[src/rtl/swdrop_pkg.sv]
// Package: register map, field layout and types of the drop statistics block
package swdrop_pkg;

   localparam int NUM_PORTS = 3;

   // Register indices; byte address is four times the index
   localparam logic [15:0] PORT0_DROP_CNT_IDX = 16'h1c16;
   localparam logic [15:0] PORT1_DROP_CNT_IDX = 16'h1c17;
   localparam logic [15:0] PORT2_DROP_CNT_IDX = 16'h1c18;
   localparam logic [15:0] IRQ_MASK_IDX       = 16'h1c20;
   localparam logic [15:0] IRQ_PENDING_IDX    = 16'h1c21;
   localparam logic [15:0] IRQ_STATUS_IDX     = 16'h1c22;
   localparam logic [15:0] IRQ_ENABLE_IDX     = 16'h1c23;
   localparam logic [15:0] IRQ_CLEAR_IDX      = 16'h1c24;

   // Field positions
   localparam int MASK_BIT       = 0;
   localparam int A_VALID_BIT    = 0;
   localparam int A_PORT_LSB     = 1;
   localparam int A_REASON_LSB   = 3;
   localparam int B_VALID_BIT    = 7;
   localparam int B_PORT_LSB     = 8;
   localparam int B_REASON_LSB   = 10;
   localparam int PENDING_WIDTH  = 14;

   // Event status bits (sticky status / enable / clear layout)
   localparam int EV_CAPTURE_BIT = 0;
   localparam int EV_LOST_BIT    = 1;
   localparam int EV_SAT_BIT     = 2;
   localparam int EV_WIDTH       = 3;

   // Reset values and counter saturation limit
   localparam logic [31:0] CNT_RESET      = 32'h0000_0000;
   localparam logic [31:0] CNT_MAX        = 32'hffff_ffff;
   localparam logic        MASK_RESET     = 1'b1;
   localparam logic [2:0]  EV_ENABLE_RST  = 3'h0;

   // Drop reason codes
   typedef enum logic [3:0] {
      RSN_BCAST_LEVEL  = 4'h0,
      RSN_RED          = 4'h1,
      RSN_NO_BUFFER    = 4'h2,
      RSN_NO_DESC      = 4'h3,
      RSN_NO_DEST      = 4'h4,
      RSN_RX_ERROR     = 4'h5,
      RSN_DROP_LEVEL   = 4'h6,
      RSN_YELLOW       = 4'h9
   } swdrop_reason_type;

   // Port code: 2'b11 never used
   typedef logic [1:0] swdrop_port_type;

   // One captured drop record
   typedef struct packed {
      swdrop_reason_type reason;
      swdrop_port_type   port;
      logic              valid;
   } swdrop_record_type;

   // Drop event from the datapath
   typedef struct packed {
      logic              valid;
      swdrop_reason_type reason;
      swdrop_port_type   port;
   } swdrop_event_type;

   // APB request
   typedef struct packed {
      logic        psel;
      logic        penable;
      logic        pwrite;
      logic [31:0] paddr;
      logic [31:0] pwdata;
   } swdrop_apb_req_type;

endpackage

[src/rtl/swdrop_stats.sv]
// Drop statistics counters, drop record capture and interrupt logic with APB slave
//
// The APB slave port is this design's own decision.
`timescale 1ns/1ps

// Function
// Per-port counter counts red/yellow rate drops
// Counters 32 bits, reset zero, clear on read
// Counter saturates at all ones
// Mask bit 0 blocks interrupt, resets one
// Mask never stops capture or pending bits
// Two independent records A and B
// Bit 0 is record A valid, read clears
// Record A reason in bits 6:3
// Record A port in bits 2:1
// Bit 7 is record B valid, read clears
// Record B reason 13:10, port 9:8
// Codes 0000, 0100: broadcast level, no destination
// Codes 0010, 0011, 0110: buffers, descriptors, level
// Codes 0001 red, 1001 yellow random drop
// Code 0101 rx error; other codes reserved
// Capture into A, else B, else discard
// Interrupt when record valid and unmasked
module swdrop_stats
   import swdrop_pkg::*;
(
   // Clock and reset
   input  wire logic               pclk,
   input  wire logic               presetn,
   // APB slave
   input  wire swdrop_apb_req_type apb_req,
   output logic [31:0]             prdata,
   output logic                    pready,
   output logic                    pslverr,
   // Drop events from the datapath
   input  wire swdrop_event_type   drop_event,
   input  wire logic [2:0]         rate_drop,
   // Interrupts
   output logic                    bm_irq,
   output logic                    irq
);

   logic                  access;
   logic                  rd_en;
   logic                  wr_en;
   logic [15:0]           reg_idx;
   logic                  addr_ok;
   logic                  aligned;
   logic [31:0]           cnt_q [NUM_PORTS];
   logic                  mask_q;
   swdrop_record_type     rec_a_q;
   swdrop_record_type     rec_b_q;
   logic [EV_WIDTH-1:0]   ev_status_q;
   logic [EV_WIDTH-1:0]   ev_enable_q;
   logic [EV_WIDTH-1:0]   ev_set;
   logic                  pending_rd;
   logic                  cap_a;
   logic                  cap_b;
   logic                  lost;
   logic [NUM_PORTS-1:0]  sat_hit;
   logic [31:0]           rdata_d;
   logic                  err_d;

   // Access phase lasts two cycles; pready goes high in its second cycle, one cycle after access
   assign access  = apb_req.psel & apb_req.penable & ~pready;
   assign reg_idx = apb_req.paddr[17:2];
   assign aligned = (apb_req.paddr[1:0] == 2'b00) && (apb_req.paddr[31:18] == 14'h0000);
   assign rd_en   = access & ~apb_req.pwrite & addr_ok;
   assign wr_en   = access &  apb_req.pwrite & addr_ok;
   assign pending_rd = rd_en && (reg_idx == IRQ_PENDING_IDX);

   // Read mux and decode
   always_comb begin
      rdata_d = 32'h0000_0000;
      addr_ok = aligned;
      case (reg_idx)
         PORT0_DROP_CNT_IDX: rdata_d = cnt_q[0];
         PORT1_DROP_CNT_IDX: rdata_d = cnt_q[1];
         PORT2_DROP_CNT_IDX: rdata_d = cnt_q[2];
         IRQ_MASK_IDX:       rdata_d[MASK_BIT] = mask_q;
         IRQ_PENDING_IDX: begin
            rdata_d[A_VALID_BIT]                 = rec_a_q.valid;
            rdata_d[A_PORT_LSB +: 2]             = rec_a_q.port;
            rdata_d[A_REASON_LSB +: 4]           = rec_a_q.reason;
            rdata_d[B_VALID_BIT]                 = rec_b_q.valid;
            rdata_d[B_PORT_LSB +: 2]             = rec_b_q.port;
            rdata_d[B_REASON_LSB +: 4]           = rec_b_q.reason;
         end
         IRQ_STATUS_IDX:     rdata_d[EV_WIDTH-1:0] = ev_status_q;
         IRQ_ENABLE_IDX:     rdata_d[EV_WIDTH-1:0] = ev_enable_q;
         IRQ_CLEAR_IDX:      rdata_d = 32'h0000_0000;
         default:            addr_ok = 1'b0;
      endcase
   end

   assign err_d = access & ~addr_ok;

   // APB answer registers
   always_ff @(posedge pclk or negedge presetn) begin
      if (!presetn) begin
         pready  <= 1'b0;
         prdata  <= 32'h0000_0000;
         pslverr <= 1'b0;
      end else begin
         pready  <= access;
         pslverr <= err_d;
         if (access && !apb_req.pwrite) begin
            prdata <= addr_ok ? rdata_d : 32'h0000_0000;
         end
      end
   end

   // Per-port saturating clear-on-read counters
   genvar p;
   generate
      for (p = 0; p < NUM_PORTS; p++) begin : g_cnt
         logic [15:0] my_idx;
         logic        my_rd;
         assign my_idx = PORT0_DROP_CNT_IDX + 16'(p);
         assign my_rd  = rd_en && (reg_idx == my_idx);
         assign sat_hit[p] = rate_drop[p] && (cnt_q[p] == CNT_MAX - 32'h0000_0001) && !my_rd;
         always_ff @(posedge pclk or negedge presetn) begin
            if (!presetn) begin
               cnt_q[p] <= CNT_RESET;
            end else if (my_rd) begin
               // Drop in the read cycle is kept as the first new count
               cnt_q[p] <= rate_drop[p] ? 32'h0000_0001 : CNT_RESET;
            end else if (rate_drop[p] && cnt_q[p] != CNT_MAX) begin
               cnt_q[p] <= cnt_q[p] + 32'h0000_0001;
            end
         end
      end
   endgenerate

   // Mask register
   always_ff @(posedge pclk or negedge presetn) begin
      if (!presetn) begin
         mask_q <= MASK_RESET;
      end else if (wr_en && reg_idx == IRQ_MASK_IDX) begin
         mask_q <= apb_req.pwdata[MASK_BIT];
      end
   end

   // Capture ignores the mask; a record freed by this read is free now
   assign cap_a = drop_event.valid && (!rec_a_q.valid || pending_rd);
   assign cap_b = drop_event.valid && !cap_a && (!rec_b_q.valid || pending_rd);
   assign lost  = drop_event.valid && !cap_a && !cap_b;

   // Reason codes pass through unchanged as 4-bit values
   always_ff @(posedge pclk or negedge presetn) begin
      if (!presetn) begin
         rec_a_q <= '0;
      end else if (cap_a) begin
         rec_a_q.valid  <= 1'b1;
         rec_a_q.reason <= drop_event.reason;
         rec_a_q.port   <= drop_event.port;
      end else if (pending_rd) begin
         rec_a_q <= '0;
      end
   end

   always_ff @(posedge pclk or negedge presetn) begin
      if (!presetn) begin
         rec_b_q <= '0;
      end else if (cap_b) begin
         rec_b_q.valid  <= 1'b1;
         rec_b_q.reason <= drop_event.reason;
         rec_b_q.port   <= drop_event.port;
      end else if (pending_rd) begin
         rec_b_q <= '0;
      end
   end

   // Sticky event status; set wins over write-one-to-clear
   assign ev_set[EV_CAPTURE_BIT] = cap_a | cap_b;
   assign ev_set[EV_LOST_BIT]    = lost;
   assign ev_set[EV_SAT_BIT]     = |sat_hit;

   always_ff @(posedge pclk or negedge presetn) begin
      if (!presetn) begin
         ev_status_q <= '0;
      end else begin
         if (wr_en && reg_idx == IRQ_CLEAR_IDX) begin
            ev_status_q <= (ev_status_q & ~apb_req.pwdata[EV_WIDTH-1:0]) | ev_set;
         end else begin
            ev_status_q <= ev_status_q | ev_set;
         end
      end
   end

   always_ff @(posedge pclk or negedge presetn) begin
      if (!presetn) begin
         ev_enable_q <= EV_ENABLE_RST;
      end else if (wr_en && reg_idx == IRQ_ENABLE_IDX) begin
         ev_enable_q <= apb_req.pwdata[EV_WIDTH-1:0];
      end
   end

   // Interrupt outputs, registered from current state
   always_ff @(posedge pclk or negedge presetn) begin
      if (!presetn) begin
         bm_irq <= 1'b0;
         irq    <= 1'b0;
      end else begin
         bm_irq <= (rec_a_q.valid | rec_b_q.valid) & ~mask_q;
         irq    <= |(ev_status_q & ev_enable_q);
      end
   end

endmodule

[config.mk]
export PLATFORM = sky130hd
export DESIGN_NAME = swdrop_stats
export DESIGN_NICKNAME = d
export VERILOG_FILES = /design/src/rtl/swdrop_pkg.sv /design/src/rtl/swdrop_stats.sv
export SDC_FILE = /design/constraint.sdc
export NUM_CORES = 1
export LEC_CHECK = 0
export BUFFER_PORTS_ARGS = -buffer_cell sky130_fd_sc_hd__buf_2
export CORE_ASPECT_RATIO = 0.6
export CORE_MARGIN = 5
export CORE_UTILIZATION = 45
export CTS_BUF_LIST = sky130_fd_sc_hd__clkbuf_8 sky130_fd_sc_hd__clkbuf_16
export DETAILED_ROUTE_END_ITERATION = 16
export GPL_TIMING_DRIVEN = 0
export PLACE_DENSITY = 0.65
export SYNTH_ARGS = -nofsm -noshare
export SYNTH_HDL_FRONTEND = slang
export SYNTH_SLANG_ARGS = --single-unit
[constraint.sdc]
create_clock -name pclk -period 4.6 [get_ports pclk]
set_input_delay 0.92 -clock pclk [delete_from_list [all_inputs] [get_ports pclk]]
set_output_delay 0.92 -clock pclk [all_outputs]
set_load 0.03 [all_outputs]
==> summary.md <==
| Metric | Value |
|---|---|
| Slew Limit Headroom | `0.329` |
| Adder-cell share of the synthesized area | `0.00867` |
| P per Cell Area | `between 300 and 400 nW/um^2` |
| Root buffer cell | `clkbuf_16` |
| Placed instance count | `roughly 1300` |
| Vias in the first global route | `between 7000 and 8000` |
| Top-Level Pins | `115` |
| Hold WC Path Type | `in2async` |
| Clk_lat worst skew | `between 400 and 500 ps` |
| Remaining DRCs | `0` |
| RSZ-0062 raised after global routing | `no` |
| Area grow syn2layout | `16.0%` |
| Clock Path Buffers | `2` |
| XOR/XNOR Fraction of Synth Area | `0.0172` |
| Core ar. | `~19000 um^2` |
| CP max FO | `10` |
| FF-to-FF path depth | `8` |
| Sw Share | `0.276` |
| Most frequent cells after synthesis | `dfrtp_1 (152), nand2_1 (80), a21oi_1 (74), or3_1 (54), nor2_1 (52)` |
| Die footprint | `~22000 um^2` |
| Tmin final | `3490 ps` |
| Mean area per synthesized cell | `9.16 um^2` |
| CP Data Required Time | `between 4000 and 5000 ps` |
| Synth Area in Compound Gates | `0.204` |
| Die Y | `117 um` |
| Yosys top cell by area | `dfrtp_1` |
| Multiplexer area fraction after synthesis | `0.0185` |
| Fillers | `1760` |
| Post-Syn Area | `8660 um^2` |
| Worst R2R Start | `pready$_DFF_PN0_` |
| Die X | `189 um` |
| Clk slew on worst S/H paths | `70 ps` |
| Number of CTS-inserted buffers | `17` |
| Area share of the largest cell type after synthesis | `0.439` |
| DP HPWL | `between 20000 and 25000 um` |
| Avg Vias per Cell | `approximately 6.5` |
| Pre-CTS setup slack | `815 ps` |
| Hold Vio Cnt, Final | `0` |
| Comb power frac | `0.097` |
| CTS Hold Bufs | `0` |
| CTS tree | `built` |
| CP Capture Type | `flip-flop` |
| Largest net degree at the start of global routing | `89` |
| Top_reg_cell synth | `dfrtp_1` |
| Vias | `8462` |
| FF-to-FF setup slack | `1780 ps` |
| DR iter-0 viols | `1125` |
| Max-cap viol count | `0` |
| Fmax achieved | `0.287 GHz` |
| Detailed Route WL | `28400 um` |
| Global-route wire length before repair | `44400 um` |
| Slew Viols, Final | `0` |
| Final period util | `0.758` |
| Crit path kind | `in2reg` |
| Worst setup margin | `1110 ps` |
| Initial Utilization | `0.456` |
| Synth area leaders | `dfrtp_1 (44%), a21oi_1 (4.3%), or3_1 (3.9%)` |
| Flops & latches, synth | `roughly 150` |
| Rows | `39` |
| WL/cell | `21.7 um` |
| P_sw | `933 uW` |
| Hold Worst Slack | `between 400 and 500 ps` |
| Layout cell share with drive strength beyond 1 | `0.151` |
| Final setup TNS | `0 ps` |
| Clock Skews | `10.5 ps` |
| Clock power share | `0.445` |
| Post_cts resized | `0` |
| Seq/Total Area, Yosys | `0.442` |
| Count leader, synth | `dfrtp_1` |
| Setup bufs post-CTS | `0` |
| Gp weighted congestion | `0.934` |
| Static leakage | `0.00411 uW` |
| TritonRoute pass-1 iters | `8` |
| Number of flops mapped to enable cells by yosys | `0` |
| H-Tree Level Count | `4` |
| Seq pwr share | `0.458` |
| Syn. warnings | `0` |
| GRT Total Usage | `0.255` |
| Antenna viol nets, final | `0` |
| Final nets | `1133` |
| Power Internal | `2450 uW` |
| IO buf count | `83` |
| Non-filler cells, final | `1307` |
| R2R Path End | `cnt_q[3]$_DFFE_PN0P_` |
| TritonCTS sink count | `between 150 and 200` |
| Count of cell types in the netlist | `70` |
| Syn Nets | `1030` |
| Simple-gate share of the synthesized area | `0.273` |
| Status | `finished, final reports clean` |
| VDD IR-drop max | `296 uV` |
| Post-synth ARST share | `1.00` |
| Worst Max-Slew Pin Slew | `999 ps` |
| CP Data Arrival Time | `~3800 ps` |
| Largest family of logic cells by synthesized area | `simple AND/OR/NAND/NOR gates` |
| # setup viols final | `0` |
| Antenna violations before repair | `1` |
| ANT cells | `0` |
| Critical Path Source Type | `input port` |
| Grt ovf | `0` |
| Post-synthesis cell count | `around 950` |
-- cell families after synthesis --
| logic type | Yosys count |
|---|---|
| adder cells (fa/ha/maj) | 6 |
| AO/OA/AOI/OAI | 270 |
| buffers and inverters | 76 |
| XOR/XNOR | 17 |
| multiplexers | 14 |
| flip-flops | 153 |
| AND/OR/NAND/NOR | 409 |
-- cells in the final DEF, fill, tap and decap left out, drive strengths merged, types with 12 or more instances in the layout --
cell,count
inv,22
nor4,16
buf,105
or4,27
nor2,52
o31ai,23
a21oi,74
nand4,45
and4,18
clkbuf,55
o21ai,74
nand3,48
nand2,80
a222oi,12
nor3,15
dfrtp,152
and3,19
or3,55
a22o,25
a221oi,12
-- power by group through the flow --
| stage | sequential [uW] | combinational, uW | clock (uW) |
|---|---|---|---|
| floorplan | 1520 | 204 | 0 |
| detailed placement | 1560 | 322 | 0 |
| global placement | 1560 | 312 | 0 |
| CTS | 1540 | 323 | 1520 |
| finish | 1550 | 329 | 1500 |
| global route | 1560 | 367 | 1580 |
-- metal layers --
metal / up-vias / wire, um / global-route usage
met3: 37 / 3810 / 0.0962
met2: 422 / 11100 / 0.324
li1: 3887 / - / -
met5: - / 0 / 0
met1: 4116 / 13100 / 0.405
met4: 0 / 320 / 0.0500
-- area by class of cell --
| type | count | area [um^2] | area share |
|---|---|---|---|
| buffer | 56 | 241 | 0.0240 |
| clock buffer | 20 | 467 | 0.0465 |
| clock inverter | 12 | 165 | 0.0164 |
| inverter | 20 | 75.1 | 0.00747 |
| multi-input combinational | 716 | 4510 | 0.449 |
| sequential | 153 | 3830 | 0.381 |
| tap | 246 | 308 | 0.0306 |
| timing repair buffer | 84 | 449 | 0.0447 |
-- worst max-delay path by stage --
| stage | end | from | slack [ps] | cells past startpoint |
|---|---|---|---|---|
| floorplan | cnt_q[19]$_DFFE_PN0P_ | rate_drop[2] | 1900 | 6 |
| global placement | cnt_q[61]$_DFFE_PN0P_ | presetn | 250 | 1 |
| detailed placement | cnt_q[5]$_DFFE_PN0P_ | apb_req[47] | 820 | 7 |
| CTS | cnt_q[3]$_DFFE_PN0P_ | apb_req[47] | 1240 | 7 |
| global route | cnt_q[31]$_DFFE_PN0P_ | apb_req[47] | 990 | 7 |
| finish | cnt_q[3]$_DFFE_PN0P_ | apb_req[41] | 1110 | 7 |
-- flip-flops by register name (all words and copies together), names as in the netlist --
name         flops
ev_enable_q      3
mask_q           1
ev_status_q      3
prdata          32
cnt_q           96
rec_b_q          7
pready           1
irq              1
pslverr          1
bm_irq           1
rec_a_q          7
-- per-stage QoR --
step                total power, uW  area [um^2]   util
CTS                            3390        10000  0.529
global route                   3510        10000  0.529
finish                         3380        10000  0.529
floorplan                      1720         8660      -
detailed placement             1890         9410  0.496
global placement               1870         9380  0.494
-- worst max-delay path, cell delays in order --
cell,delay [ps]
buf_2,120
nor4b_1,620
nand4_1,440
nor3_1,890
buf_2,400
buf_2,320
a21oi_1,80
Note: power is estimated with default switching activity, not from simulation.
